File: src/core/host_port_pkg.sv
package host_port_pkg;

    // ****************************************
    // Register addresses
    // ****************************************
    localparam logic [7:0] ADDR_PIXEL        = 8'h00;
    localparam logic [7:0] ADDR_TABLE_SEL    = 8'h03;
    localparam logic [7:0] ADDR_TABLE_HI     = 8'h04;
    localparam logic [7:0] ADDR_TABLE_LO     = 8'h05;
    localparam logic [7:0] ADDR_TABLE_WINDOW = 8'h06;
    localparam logic [7:0] ADDR_READ_CONFIG  = 8'h2A;

    // ****************************************
    // Field positions
    // ****************************************
    localparam int TABLE_TYPE_BIT   = 0;
    localparam int TABLE_COLOR_LSB  = 1;
    localparam int NIBBLE_MODE_BIT  = 0;
    localparam int TABLE_ADDR_WIDTH = 13;
    localparam int TABLE_HI_BITS    = 5;

    // ****************************************
    // Table ranges
    // ****************************************
    localparam logic [12:0] GAMMA_LAST     = 13'h03FF;
    localparam logic [12:0] COEF_LAST_300  = 13'h0AA9;
    localparam logic [12:0] COEF_LAST_600  = 13'h1554;

    // ****************************************
    // Reset values
    // ****************************************
    localparam logic [7:0]  ADDR_RESET       = 8'h00;
    localparam logic [2:0]  TABLE_SEL_RESET  = 3'h0;
    localparam logic [12:0] TABLE_ADDR_RESET = 13'h0000;

    // ****************************************
    // Timing
    // ****************************************
    localparam int CLK_PERIOD_NS   = 10;
    localparam int RELEASE_MCLKS   = 2;
    localparam int RELEASE_CYCLES  = (RELEASE_MCLKS < 1) ? 1 : RELEASE_MCLKS;

    typedef enum logic [2:0] {
        ST_IDLE,
        ST_WR_ACK,
        ST_RD_BYTE,
        ST_RD_NIB1,
        ST_RD_NIB2,
        ST_RD_DONE
    } port_state_e;

endpackage

File: src/core/strobe_sync.sv
`timescale 1ns/1ns

// ****************************************
// Two-stage synchroniser with edge flags
// ****************************************
module strobe_sync (
    input  wire logic clk_i,
    input  wire logic reset_i,
    input  wire logic async_i,
    output logic      level_o,
    output logic      rise_o,
    output logic      fall_o
);

    logic meta_q;
    logic sync_q;
    logic last_q;

    always_ff @(posedge clk_i) begin
        if (reset_i) begin
            meta_q <= 1'b1;
            sync_q <= 1'b1;
            last_q <= 1'b1;
        end else begin
            meta_q <= async_i;
            sync_q <= meta_q;
            last_q <= sync_q;
        end
    end

    assign level_o = sync_q;
    assign rise_o  = sync_q & ~last_q;
    assign fall_o  = ~sync_q & last_q;

endmodule

File: src/core/table_addr_counter.sv
`timescale 1ns/1ns

// ****************************************
// Table window address counter
// ****************************************
module table_addr_counter (
    input  wire logic        clk_i,
    input  wire logic        reset_i,
    input  wire logic        load_hi_i,
    input  wire logic        load_lo_i,
    input  wire logic [7:0]  load_data_i,
    input  wire logic        coef_mode_i,
    input  wire logic        hi_res_i,
    input  wire logic        step_i,
    output logic      [12:0] addr_o,
    output logic             odd_byte_o
);

    logic [12:0] addr_q;
    logic        odd_q;
    logic [12:0] last;

    assign last = coef_mode_i ? (hi_res_i ? host_port_pkg::COEF_LAST_600
                                          : host_port_pkg::COEF_LAST_300)
                              : host_port_pkg::GAMMA_LAST;

    always_ff @(posedge clk_i) begin
        if (reset_i) begin
            addr_q <= host_port_pkg::TABLE_ADDR_RESET;
            odd_q  <= 1'b0;
        end else if (load_hi_i) begin
            addr_q <= {load_data_i[host_port_pkg::TABLE_HI_BITS-1:0], addr_q[7:0]};
            odd_q  <= 1'b0;
        end else if (load_lo_i) begin
            addr_q <= {addr_q[12:8], load_data_i};
            odd_q  <= 1'b0;
        end else if (step_i) begin
            if (coef_mode_i && !odd_q) begin
                odd_q <= 1'b1;
            end else begin
                odd_q  <= 1'b0;
                addr_q <= (addr_q >= last) ? 13'h0000 : addr_q + 13'h0001;
            end
        end
    end

    assign addr_o     = addr_q;
    assign odd_byte_o = odd_q;

    a_addr_wrap: assert property (@(posedge clk_i) disable iff (reset_i)
        step_i && !load_hi_i && !load_lo_i && addr_q >= last
            && (!coef_mode_i || odd_q) |=> addr_q == 13'h0000)
        else $error("table address did not wrap");

endmodule

File: src/core/scanner_host_port_handshake.sv
`timescale 1ns/1ns

// Overview of operation
// - Init pulse low-high makes port transparent within 2-3 clocks.
// - Transparency by init alone keeps scan and operating state running.
// - Init with autofeed, select-in, strobe all pulsed also resets the device.
// - All parallel-port writes outside micro mode use the EPP-style handshake, even nibble mode; micro writes raise no busy.
// - Writes are an address cycle followed by a data cycle.
// - Device latches byte, raises busy, drops busy on qualifier rise.
// - Data write is the same handshake qualified by autofeed.
// - Last address is kept; consecutive data writes target it.
// - Byte read drives data then busy; on autofeed rise floats then drops busy.
// - Consecutive reads return from the last written address.
// - Nibble mode shows low nibble on status lines then raises busy.
// - Autofeed rise gives high nibble on same lines, then busy falls.
// - Interface select high maps rd, wr, cs, ale onto port lines.
// - Micro mode latches the address from the bus on strobe fall.
// - Micro mode reads return data from the latched address repeatedly.
// - Table address steps per gamma byte or every second coefficient byte.
// - Table reads step address per gamma byte or every second coefficient byte.
// - Table select: bit 0 type, bits 2:1 colour.
// - Register 42 bit 0 picks byte or nibble reads, no reset default.
// - Table address wraps to zero at 1023, 2729 or 5460.
module scanner_host_port_handshake (
    input  wire logic       clk_i,
    input  wire logic       reset_i,
    input  wire logic       host_interface_select_i,
    input  wire logic       hi_res_sensor_i,
    input  wire logic       wake_i,
    input  wire logic       strobe_n_i,
    input  wire logic       autofeed_n_i,
    input  wire logic       init_n_i,
    input  wire logic       select_in_n_i,
    input  wire logic [7:0] data_i,
    output logic      [7:0] data_o,
    output logic            data_oe_n_o,
    output logic            busy_o,
    output logic            ack_n_o,
    output logic            paper_end_o,
    output logic            select_o,
    output logic            error_n_o,
    output logic            status_oe_n_o,
    output logic            printer_hold_o,
    output logic            printer_isolate_o,
    output logic            device_reset_o,
    output logic            reg_wr_o,
    output logic      [7:0] reg_addr_o,
    output logic      [7:0] reg_wdata_o,
    output logic            reg_rd_o,
    input  wire logic [7:0] reg_rdata_i,
    input  wire logic [7:0] table_rdata_i,
    output logic      [2:0] table_sel_o,
    output logic     [12:0] table_addr_o,
    output logic            table_odd_byte_o,
    output logic            nibble_mode_o,
    output logic            active_o
);

    // ****************************************
    // Strobe synchronisers
    // ****************************************
    logic stb_lvl, stb_rise, stb_fall;
    logic afd_lvl, afd_rise, afd_fall;
    logic ini_lvl, ini_rise, ini_fall;
    logic sel_lvl, sel_rise, sel_fall;

    strobe_sync u_sync_stb (.clk_i(clk_i), .reset_i(reset_i), .async_i(strobe_n_i),
        .level_o(stb_lvl), .rise_o(stb_rise), .fall_o(stb_fall));
    strobe_sync u_sync_afd (.clk_i(clk_i), .reset_i(reset_i), .async_i(autofeed_n_i),
        .level_o(afd_lvl), .rise_o(afd_rise), .fall_o(afd_fall));
    strobe_sync u_sync_ini (.clk_i(clk_i), .reset_i(reset_i), .async_i(init_n_i),
        .level_o(ini_lvl), .rise_o(ini_rise), .fall_o(ini_fall));
    strobe_sync u_sync_sel (.clk_i(clk_i), .reset_i(reset_i), .async_i(select_in_n_i),
        .level_o(sel_lvl), .rise_o(sel_rise), .fall_o(sel_fall));

    logic upmode;
    assign upmode = host_interface_select_i;

    // ****************************************
    // Transparency control
    // ****************************************
    logic active_q;
    logic all_low_q;

    always_ff @(posedge clk_i) begin
        if (reset_i) begin
            all_low_q <= 1'b0;
        end else if (!upmode && ini_fall) begin
            all_low_q <= ~afd_lvl & ~sel_lvl & ~stb_lvl;
        end else if (!upmode && ini_rise) begin
            all_low_q <= 1'b0;
        end else if (!upmode && !ini_lvl && (afd_lvl || sel_lvl || stb_lvl)) begin
            all_low_q <= 1'b0;
        end
    end

    always_ff @(posedge clk_i) begin
        if (reset_i) begin
            active_q <= 1'b0;
        end else if (!upmode && ini_rise) begin
            active_q <= 1'b0;
        end else if (upmode || wake_i) begin
            active_q <= 1'b1;
        end
    end

    // Reset pulse leaves operating state alone unless all four pulsed
    always_ff @(posedge clk_i) begin
        if (reset_i) begin
            device_reset_o <= 1'b0;
        end else begin
            device_reset_o <= !upmode && ini_rise && all_low_q && afd_rise && sel_rise
                              && stb_rise;
        end
    end

    assign active_o          = active_q;
    assign printer_hold_o    = ~active_q;
    assign printer_isolate_o = active_q;
    assign status_oe_n_o     = ~active_q;

    // ****************************************
    // Address and table selection
    // ****************************************
    logic [7:0] addr_q;
    logic [2:0] table_sel_q;
    logic       nibble_q;
    logic       wr_addr, wr_data, rd_start;
    logic [7:0] wdata_q;

    host_port_pkg::port_state_e state_q;

    // Parallel strobes ignored while init is low
    logic port_live;
    assign port_live = active_q && (upmode || ini_lvl);

    // Micro mode: cs = init low, ale = select-in low, wr = strobe, rd = autofeed
    assign wr_addr = port_live && (upmode
                     ? (!ini_lvl && !sel_lvl && stb_fall)
                     : (state_q == host_port_pkg::ST_IDLE && !stb_lvl && sel_fall));
    assign wr_data = port_live && (upmode
                     ? (!ini_lvl && sel_lvl && stb_fall)
                     : (state_q == host_port_pkg::ST_IDLE && !stb_lvl && afd_fall));
    assign rd_start = port_live && (upmode
                     ? (!ini_lvl && afd_fall)
                     : (state_q == host_port_pkg::ST_IDLE && stb_lvl && afd_fall));

    always_ff @(posedge clk_i) begin
        if (reset_i) begin
            addr_q  <= host_port_pkg::ADDR_RESET;
            wdata_q <= 8'h00;
        end else if (wr_addr) begin
            addr_q <= data_i;
        end else if (wr_data) begin
            wdata_q <= data_i;
        end
    end

    always_ff @(posedge clk_i) begin
        if (reset_i) begin
            table_sel_q <= host_port_pkg::TABLE_SEL_RESET;
        end else if (wr_data && addr_q == host_port_pkg::ADDR_TABLE_SEL) begin
            table_sel_q <= data_i[2:0];
        end
    end

    // No reset default on the read-width bit
    always_ff @(posedge clk_i) begin
        if (wr_data && addr_q == host_port_pkg::ADDR_READ_CONFIG) begin
            nibble_q <= data_i[host_port_pkg::NIBBLE_MODE_BIT];
        end
    end

    logic is_window;
    assign is_window = addr_q == host_port_pkg::ADDR_TABLE_WINDOW;

    table_addr_counter u_tac (
        .clk_i      (clk_i),
        .reset_i    (reset_i),
        .load_hi_i  (wr_data && addr_q == host_port_pkg::ADDR_TABLE_HI),
        .load_lo_i  (wr_data && addr_q == host_port_pkg::ADDR_TABLE_LO),
        .load_data_i(data_i),
        .coef_mode_i(table_sel_q[host_port_pkg::TABLE_TYPE_BIT]),
        .hi_res_i   (hi_res_sensor_i),
        .step_i     (is_window && (wr_data || rd_start)),
        .addr_o     (table_addr_o),
        .odd_byte_o (table_odd_byte_o)
    );

    assign table_sel_o   = table_sel_q;
    assign nibble_mode_o = nibble_q;
    assign reg_addr_o    = addr_q;
    assign reg_wdata_o   = wdata_q;

    always_ff @(posedge clk_i) begin
        if (reset_i) begin
            reg_wr_o <= 1'b0;
            reg_rd_o <= 1'b0;
        end else begin
            reg_wr_o <= wr_data;
            reg_rd_o <= rd_start;
        end
    end

    // ****************************************
    // Handshake state machine
    // ****************************************
    logic [7:0] rbyte;
    assign rbyte = is_window ? table_rdata_i : reg_rdata_i;

    logic [7:0] hold_q;
    logic       busy_q;
    logic       drive_q;
    logic [3:0] nib_q;

    always_ff @(posedge clk_i) begin
        if (reset_i || !active_q) begin
            state_q <= host_port_pkg::ST_IDLE;
            busy_q  <= 1'b0;
            drive_q <= 1'b0;
            hold_q  <= 8'h00;
            nib_q   <= 4'h0;
        end else begin
            case (state_q)
                host_port_pkg::ST_IDLE: begin
                    if (!upmode && (wr_addr || wr_data)) begin
                        busy_q  <= 1'b1;
                        state_q <= host_port_pkg::ST_WR_ACK;
                    end else if (rd_start) begin
                        hold_q <= rbyte;
                        if (!upmode && nibble_q) begin
                            nib_q   <= rbyte[3:0];
                            state_q <= host_port_pkg::ST_RD_NIB1;
                        end else begin
                            drive_q <= 1'b1;
                            state_q <= host_port_pkg::ST_RD_BYTE;
                        end
                    end
                end
                host_port_pkg::ST_WR_ACK: begin
                    if (sel_rise || afd_rise) begin
                        busy_q  <= 1'b0;
                        state_q <= host_port_pkg::ST_IDLE;
                    end
                end
                host_port_pkg::ST_RD_BYTE: begin
                    if (!upmode) begin
                        busy_q <= 1'b1;
                    end
                    if (afd_rise) begin
                        drive_q <= 1'b0;
                        state_q <= host_port_pkg::ST_RD_DONE;
                    end
                end
                host_port_pkg::ST_RD_DONE: begin
                    busy_q  <= 1'b0;
                    state_q <= host_port_pkg::ST_IDLE;
                end
                host_port_pkg::ST_RD_NIB1: begin
                    busy_q <= 1'b1;
                    if (afd_rise) begin
                        nib_q   <= hold_q[7:4];
                        state_q <= host_port_pkg::ST_RD_NIB2;
                    end
                end
                host_port_pkg::ST_RD_NIB2: begin
                    busy_q  <= 1'b0;
                    state_q <= host_port_pkg::ST_IDLE;
                end
                default: begin
                    state_q <= host_port_pkg::ST_IDLE;
                end
            endcase
        end
    end

    // ****************************************
    // Pin drive
    // ****************************************
    // Second nibble stays up after busy falls, until a new cycle starts
    logic nib_last_q;
    always_ff @(posedge clk_i) begin
        if (reset_i || !active_q) begin
            nib_last_q <= 1'b0;
        end else if (state_q == host_port_pkg::ST_RD_NIB2) begin
            nib_last_q <= 1'b1;
        end else if (wr_addr || wr_data || rd_start) begin
            nib_last_q <= 1'b0;
        end
    end

    logic nib_show;
    assign nib_show = state_q == host_port_pkg::ST_RD_NIB1
                      || state_q == host_port_pkg::ST_RD_NIB2
                      || (nib_last_q && state_q == host_port_pkg::ST_IDLE);

    assign data_o      = hold_q;
    assign data_oe_n_o = ~(drive_q && active_q);
    assign busy_o      = busy_q;
    assign error_n_o   = nib_show ? nib_q[0] : 1'b1;
    assign select_o    = nib_show ? nib_q[1] : 1'b0;
    assign paper_end_o = nib_show ? nib_q[2] : 1'b0;
    assign ack_n_o     = nib_show ? nib_q[3] : 1'b1;

    // ****************************************
    // Checks
    // ****************************************
    a_release_time: assert property (@(posedge clk_i) disable iff (reset_i)
        !upmode && $rose(init_n_i)
            |-> ##[2:3] (printer_hold_o && !printer_isolate_o && data_oe_n_o && status_oe_n_o))
        else $error("init release too slow");
    a_init_release: assert property (@(posedge clk_i) disable iff (reset_i)
        !upmode && ini_rise |=> printer_hold_o && !printer_isolate_o && data_oe_n_o)
        else $error("init release did not go transparent");
    a_write_busy: assert property (@(posedge clk_i) disable iff (reset_i)
        !upmode && state_q == host_port_pkg::ST_IDLE && wr_addr && active_q
            |=> busy_o ##0 state_q == host_port_pkg::ST_WR_ACK)
        else $error("write not acknowledged");
    a_busy_drop: assert property (@(posedge clk_i) disable iff (reset_i)
        state_q == host_port_pkg::ST_WR_ACK && sel_rise && active_q && !ini_rise
            |=> !busy_o)
        else $error("busy held after qualifier rise");
    a_addr_kept: assert property (@(posedge clk_i) disable iff (reset_i)
        wr_data |=> $stable(addr_q))
        else $error("data write moved address");
    a_bus_float: assert property (@(posedge clk_i) disable iff (reset_i)
        !data_oe_n_o |-> state_q == host_port_pkg::ST_RD_BYTE)
        else $error("bus driven outside read");
    a_byte_float: assert property (@(posedge clk_i) disable iff (reset_i)
        state_q == host_port_pkg::ST_RD_BYTE && afd_rise && active_q && !ini_rise
            |=> data_oe_n_o ##1 !busy_o)
        else $error("byte read did not end");
    a_nib_second: assert property (@(posedge clk_i) disable iff (reset_i)
        state_q == host_port_pkg::ST_RD_NIB1 && afd_rise && active_q && !ini_rise
            |=> nib_q == $past(hold_q[7:4]) ##1 !busy_o)
        else $error("second nibble wrong");
    a_up_addr: assert property (@(posedge clk_i) disable iff (reset_i)
        upmode && active_q && !ini_lvl && !sel_lvl && stb_fall |=> addr_q == $past(data_i))
        else $error("micro address not latched");

    c_write: cover property (@(posedge clk_i) wr_data && !upmode);
    c_byte_read: cover property (@(posedge clk_i) state_q == host_port_pkg::ST_RD_BYTE);
    c_nibble_read: cover property (@(posedge clk_i) state_q == host_port_pkg::ST_RD_NIB2);
    c_full_reset: cover property (@(posedge clk_i) device_reset_o);

endmodule

File: config.mk
export PLATFORM = sky130hd
export DESIGN_NAME = scanner_host_port_handshake
export DESIGN_NICKNAME = d
export VERILOG_FILES = /design/src/core/host_port_pkg.sv /design/src/core/strobe_sync.sv /design/src/core/table_addr_counter.sv /design/src/core/scanner_host_port_handshake.sv
export SDC_FILE = /design/constraint.sdc
export NUM_CORES = 1
export LEC_CHECK = 0
export ABC_AREA = 1
export BUFFER_PORTS_ARGS = -buffer_cell sky130_fd_sc_hd__buf_2
export CAP_MARGIN = 20
export CORE_ASPECT_RATIO = 1.75
export CORE_MARGIN = 2
export CORE_UTILIZATION = 46
export CTS_BUF_LIST = sky130_fd_sc_hd__clkbuf_8
export DETAILED_ROUTE_END_ITERATION = 7
export PLACE_DENSITY = 0.81
export SKIP_CTS_REPAIR_TIMING = 1
export SKIP_LAST_GASP = 1
export SLEW_MARGIN = 20
export SYNTH_ARGS = -nofsm -noshare
export SYNTH_HDL_FRONTEND = slang
export SYNTH_SLANG_ARGS = --single-unit
File: constraint.sdc
create_clock -name clk_i -period 2.6 [get_ports clk_i]
set_input_delay 0.39 -clock clk_i [delete_from_list [all_inputs] [get_ports clk_i]]
set_output_delay 0.39 -clock clk_i [all_outputs]
set_load 0.01 [all_outputs]
# Word level (Yosys, flattened, before mapping)

Index checks and enable logic that the tools add are counted.

Logic and storage cells: 188
Memories kept: 0
Memory bits (read-only): 0
Bits in latches: 0
Input bits: 33
Bits in registers: 69
Output and inout bits: 55
Bits in writable memories: 0

Reductions and logical operators: 68
Div/mod/pow operators: 0
Shift-type cells: 0
Add/subtract/negate cells: 1
Multiplexer cells: 42
Equal/unequal tests: 23
Bitwise logic cells: 23
$lt $le $gt $ge: 1
Multiply operators: 0

Operator list:

| operator                                            | number |
|---|---|
| two-way mux 13 bit                                  | 7 |
| logical AND 1 bit                                   | 32 |
| equality test 8 x 3 -> 1 bit, second input constant | 3 |
| two-way mux 1 bit                                   | 21 |
| != test 2 bit, second input constant                | 9 |
| two-way mux 4 bit                                   | 4 |
| two-way mux 3 bit                                   | 5 |
| adder 13 x 1 -> 13 bit, second input constant       | 1 |
| greater-or-equal comparator 13 bit                  | 1 |
| NOT 1 bit                                           | 13 |
| case mux 3 bit (4 select lines)                     | 1 |
| logical OR 1 bit                                    | 11 |
| AND 1 bit                                           | 10 |
| AND reduction 5 bit                                 | 2 |
| nonzero test 2 bit                                  | 5 |
| AND reduction 3 bit                                 | 3 |
| equality test 8 x 2 -> 1 bit, second input constant | 1 |
| equality test 8 x 6 -> 1 bit, second input constant | 1 |
| two-way mux 8 bit                                   | 1 |
| case mux 4 bit (2 select lines)                     | 1 |
| AND reduction 4 bit                                 | 2 |
| equality test 3 x 2 -> 1 bit, second input constant | 2 |
| equality test 3 bit, second input constant          | 2 |
| logical NOT 1 bit                                   | 6 |
| other kinds (11)                                    | 14 |

# Logic depth before layout (Yosys ltp)

Depth in word-level cells: 10
Mapped depth: 17
Depth with buffers taken out: 16

# Modules after synthesis

From an unflattened synthesis, not the netlist that was laid out.

Cells, all modules: 528
Area, all modules: 3,637.2 µm²

By module, submodules not included:

| module                      | cells each | times used | sequential area each (µm²) | area each (µm²) |
|---|---|---|---|---|
| scanner_host_port_handshake | 278        | 1          | 870.8                      | 2,033.2 |
| table_addr_counter          | 198        | 1          | 280.3                      | 1,213.7 |
| strobe_sync                 | 13         | 4          | 60.1                       | 97.6 |

# Worst setup path after synthesis

No wires, ideal clock.

Path type: reg-to-reg
Start: reg table_sel_q[0], in the netlist table_sel_o[0]
End: reg u_tac.addr_q[12], in the netlist u_tac.addr_o[12]
Path slack: 0.714 ns
Cell stages (with the launch flop): 14
Buffers on the path: 1
Period minus slack after synthesis: 1.886 ns
Required time: 2.491 ns
Arrival: 1.777 ns
Library setup time: 0.109 ns
Cells stage by stage: dfxtp_1 nand2_1 ha_1 nand3_1 nand3b_1 nor2_1 nand3_1 nand2_1 nor2_2 buf_6 nand3_1 nand3_1 nand2_1 inv_1

Word-level cells in the longest chain between the ends: 7
Elaborated cells between the ends (all ways): 10
Those cells by class: order compare: 1; eq/ne: 1; mux: 6; reduce/logical: 2

RTL lines:

| what                               | line                               | text |
|---|---|---|
| start: declaration                 | scanner_host_port_handshake.sv:126 | `logic [2:0] table_sel_q;` |
| start signal: assignment           | scanner_host_port_handshake.sv:161 | `table_sel_q <= host_port_pkg::TABLE_SEL_RESET;` |
| start signal: assignment           | scanner_host_port_handshake.sv:163 | `table_sel_q <= data_i[2:0];` |
| two-way mux 13 bit                 | table_addr_counter.sv:23           | `assign last = coef_mode_i ? (hi_res_i ? host_port_pkg::COEF_LAST_600` |
| greater-or-equal comparator 13 bit | table_addr_counter.sv:42           | `addr_q <= (addr_q >= last) ? 13'h0000 : addr_q + 13'h0001;` |
| two-way mux 13 bit                 | table_addr_counter.sv:42           |  |
| two-way mux 13 bit                 | table_addr_counter.sv:38           | `if (coef_mode_i && !odd_q) begin` |
| two-way mux 13 bit                 | table_addr_counter.sv:37           | `end else if (step_i) begin` |
| two-way mux 13 bit                 | table_addr_counter.sv:34           | `end else if (load_lo_i) begin` |
| two-way mux 13 bit                 | table_addr_counter.sv:31           | `end else if (load_hi_i) begin` |
| end signal: assignment             | table_addr_counter.sv:32           | `addr_q <= {load_data_i[host_port_pkg::TABLE_HI_BITS-1:0], addr_q[7:0]};` |
| end signal: assignment             | table_addr_counter.sv:35           | `addr_q <= {addr_q[12:8], load_data_i};` |
| end signal: assignment             | table_addr_counter.sv:42           |  |
| end: declaration                   | table_addr_counter.sv:19           | `logic [12:0] addr_q;` |

Parallel ways exist; a longest one is shown, timed or not. The select of a mux whose other input is x is not followed.
A chain may end at the register's enable or synchronous reset.

# Worst setup path after layout

Start: reg state_q[1]
End: out error_n_o

Word-level cells in the longest chain between the ends: 4
Elaborated cells between the ends (all ways): 7
Those cells by class: eq/ne: 2; mux: 1; reduce/logical: 4

RTL lines:

| what                                                  | line                                                                   | text |
|---|---|---|
| start: declaration                                    | scanner_host_port_handshake.sv:131                                     | `host_port_pkg::port_state_e state_q;` |
| start signal: assignment                              | scanner_host_port_handshake.sv:218                                     | `state_q <= host_port_pkg::ST_IDLE;` |
| start signal: assignment                              | scanner_host_port_handshake.sv:228                                     | `state_q <= host_port_pkg::ST_WR_ACK;` |
| start signal: assignment                              | scanner_host_port_handshake.sv:233                                     | `state_q <= host_port_pkg::ST_RD_NIB1;` |
| equality test 3 x 2 -> 1 bit (tied with other cells)  | scanner_host_port_handshake.sv:293                                     | `assign nib_show = state_q == host_port_pkg::ST_RD_NIB1` |
| logical OR 1 bit or logical AND 1 bit (tied branches) | scanner_host_port_handshake.sv:294, scanner_host_port_handshake.sv:295 |  |
| logical OR 1 bit (*)                                  | scanner_host_port_handshake.sv:295                                     | `\|\| (nib_last_q && state_q == host_port_pkg::ST_IDLE);` |
| two-way mux 1 bit (*)                                 | scanner_host_port_handshake.sv:300                                     | `assign error_n_o = nib_show ? nib_q[0] : 1'b1;` |
| end: declaration                                      | scanner_host_port_handshake.sv:41                                      | `output logic error_n_o,` |

Every way passes the cells marked *; elsewhere a longest branch is shown, timed or not.

==> reports/summary.txt <==
=====================================================================================
Status                                                                   finished clean
Antenna cells                                                                       0
Relative slew slack                                                             67.8%
Placed cells                                                                      743
Final RePlAce weighted congestion                                               0.917
Number of clock sinks                                                              69
Area fraction in compound gates after synthesis                                 12.0%
Largest net degree at the start of global routing                                  34
Sum Neg Setup Slack                                                              0 ns
Total area of multi-input combinational cells                              1980 sq um
Dominant combinational cell family by area after synthesis               simple AND/OR/NAND/NOR gates
Count of max-cap constraint violations                                              0
Number of detailed-route iterations in the first pass                               6
Number of antenna violations at the first check in global routing                   0
Post-Synth Simple-Gate Area                                                     35.6%
Final worst clock skew                                                     0.00813 ns
Max-slew violations                                                                 0
Via count normalized by instance count                                           5.21
DP Wirelength                                                                 7990 um
CTS Buf Count                                                                       9
Signed area change from the synthesized netlist to the final layout             18.0%
Commonest cells after routing, fill and taps aside                       sky130_fd_sc_hd__nand2_1 (133), sky130_fd_sc_hd__inv_1 (89), sky130_fd_sc_hd__buf_2 (87), sky130_fd_sc_hd__dfxtp_1 (68), sky130_fd_sc_hd__nand3_1 (63)
Avg Cell Area, Syn                                                         6.64 sq um
IO Port Bufs                                                                       87
# DRC                                                                               0
Number of buffers on the longest clock path                                         2
Antenna Nets Post-Route                                                             0
Post-detailed-routing wire length                                            10100 um
Sequential cell area in the final layout                                   1390 sq um
Final non-filler cell total                                                       759
Ports                                                                              88
Deepest level of the CTS H-tree                                                     3
Area share of the largest cell type after synthesis                             35.6%
Fmax                                                                        0.422 GHz
Wirelength per Cell                                                           13.4 um
Setup-violating endpoint count in the final report                                  0
Dominant cell type by area after synthesis                               sky130_fd_sc_hd__dfxtp_1
Register-to-register path setup slack                                         0.24 ns
HP Class                                                                 input port to register
Adder-cell share of the synthesized area                                        2.29%
Cell Rows                                                                          44
Total count of hold-check failures in the final report                              0
Xor and xnor fraction of the mapped netlist area                                1.83%
Clock network latency to the later pin of the worst-skew pair                 0.35 ns
Top area cells in the synthesized netlist                                sky130_fd_sc_hd__dfxtp_1 (36%), sky130_fd_sc_hd__nand2_1 (13%), sky130_fd_sc_hd__inv_1 (8.7%)
Number of nets in the final layout                                                702
Mapped Area                                                                3820 sq um
Lkg Pwr                                                                       2.37 nW
Chip Width                                                                    72.9 um
Startpoint-to-endpoint class of the critical path                        register to output port
Post-synthesis sequential element count                                            69
GRT Overall Usage                                                               23.2%
Largest voltage drop on the vdd net                                            248 uV
Core area                                                                  8200 sq um
DRC marker count from the first detailed-route iteration                          194
Fraction of layout instances using a drive strength above 1                     20.8%
Total chip power                                                              2.05 mW
Crit path max fanout                                                                7
Worst EP arrival                                                              1.98 ns
Initial cell density of the core                                                46.6%
Register area share after synthesis                                             36.4%
Final worst-path cycle share                                                    91.2%
Register clock-pin slew on the reported worst setup and hold paths            0.07 ns
Syn Inst Count                                                                    575
Most frequent standard cell in the layout excluding fill and tap cells   sky130_fd_sc_hd__nand2_1
Clock period minus worst slack                                                2.37 ns
Startpoint type of the worst setup path                                      register
Synth warnings                                                                      0
Via count                                                                        3954
Required time at the worst-slack endpoint                                     2.21 ns
Cell Pwr Density                                                          454 nW/um^2
Clock root cell                                                          sky130_fd_sc_hd__clkbuf_8
Final design instance area without fill                                    4510 sq um
Unrepaired setup endpoints after global routing                                 false
First-pass GRT wire length                                                   16800 um
Overall die area                                                           9080 sq um
Slew at the pin closest to its max-slew limit                                0.478 ns
Crit end category                                                         output port
Syn nets                                                                          615
Distinct cell type count after synthesis                                           33
TritonCTS clock tree                                                             done
Die extent in y                                                                125 um
Post-place instance area                                                   4310 sq um
Number of fill cells                                                              804
Proportion of synthesized area in mux cells                                        0%
Number of global-route vias before repair                                        3826
Global route overflow                                                               0
=====================================================================================
==> through the flow <==
step,hold WS [ns],worst slack (ns),utilization [%]
4_1_cts,0.205,0.254,55.0
2_1_floorplan,0.389,0.714,-
6_report,0.222,0.228,55.0
5_1_grt,0.209,0.0327,55.0
3_5_place_dp,0.394,0.303,52.6
3_3_place_gp,0.391,0.361,52.6
==> final timing paths <==
kind | endpoint | from | cells past startpoint
worst max-delay path | error_n_o | state_q[1] | 9
worst min-delay path | u_sync_sel.meta_q | select_in_n_i | 2
worst max register to register | u_tac.addr_o[11] | table_sel_o[0] | 10
worst min register to register | u_sync_afd.level_o | u_sync_afd.meta_q | 1
==> area by class of cell <==
type | count | share of cell area, %
inverters | 93 | 7.74
multi-input cells | 396 | 43.8
flip-flops and latches | 69 | 30.9
repair buffers | 93 | 10.7
well taps | 92 | 2.55
clock inverters | 3 | 0.389
clock buffers | 13 | 3.97
==> worst max-delay path: stages, from the launching register on <==
cell                      delay (ns)
sky130_fd_sc_hd__dfxtp_1        0.42
sky130_fd_sc_hd__inv_1          0.11
sky130_fd_sc_hd__nor2_1         0.14
sky130_fd_sc_hd__inv_1          0.10
sky130_fd_sc_hd__nor2_4         0.16
sky130_fd_sc_hd__inv_1          0.14
sky130_fd_sc_hd__nand2_1        0.09
sky130_fd_sc_hd__inv_1          0.06
sky130_fd_sc_hd__or2_2          0.27
sky130_fd_sc_hd__buf_2          0.14
==> cell usage after synthesis, drive strengths merged <==
master and n:
nand2 139, inv 93, dfxtp 68, nand3 65, nor2 55, o21ai 46
a21oi 36, nor3 13, buf 12, or2 10, xor2 8, ha 7
clkbuf 5, nand4 5, nand3b 3, nor4 3, o211a 2, o211ai 2
a31oi 1, edfxtp 1, o21bai 1
==> where the power goes <==
part | switching (mW) | leakage (nW) | internal, mW
sequential | 0.00663 | 0.560 | 1.07
clock | 0.399 | 0.101 | 0.447
combinational | 0.0763 | 1.71 | 0.0454
==> kinds of logic after synthesis <==
| family | count (synthesis) |
|---|---|
| xor+xnor | 8 |
| fa+ha+maj | 7 |
| flops | 69 |
| buf+inv | 110 |
| compound gates | 88 |
| simple gates | 293 |
==> metal layers <==
metal / up-vias / track usage [%] / wire, um / part of all wire (%)
met2: 122 / 42.8 / 5610 / 55
met5: - / 0 / 0 / 0
met4: 0 / 11.8 / 337 / 3.3
li1: 2003 / - / - / -
met1: 1802 / 23.4 / 3720 / 37
met3: 27 / 5.02 / 474 / 4.7
==> sequential cells by signal (all words and copies together) (netlist names), 3 cells and up <==
register      flops
u_tac.addr_o     13
reg_wdata_o       8
nib_q             4
data_o            8
reg_addr_o        8
table_sel_o       3
state_q           3
(Power assumes the default switching activity.)
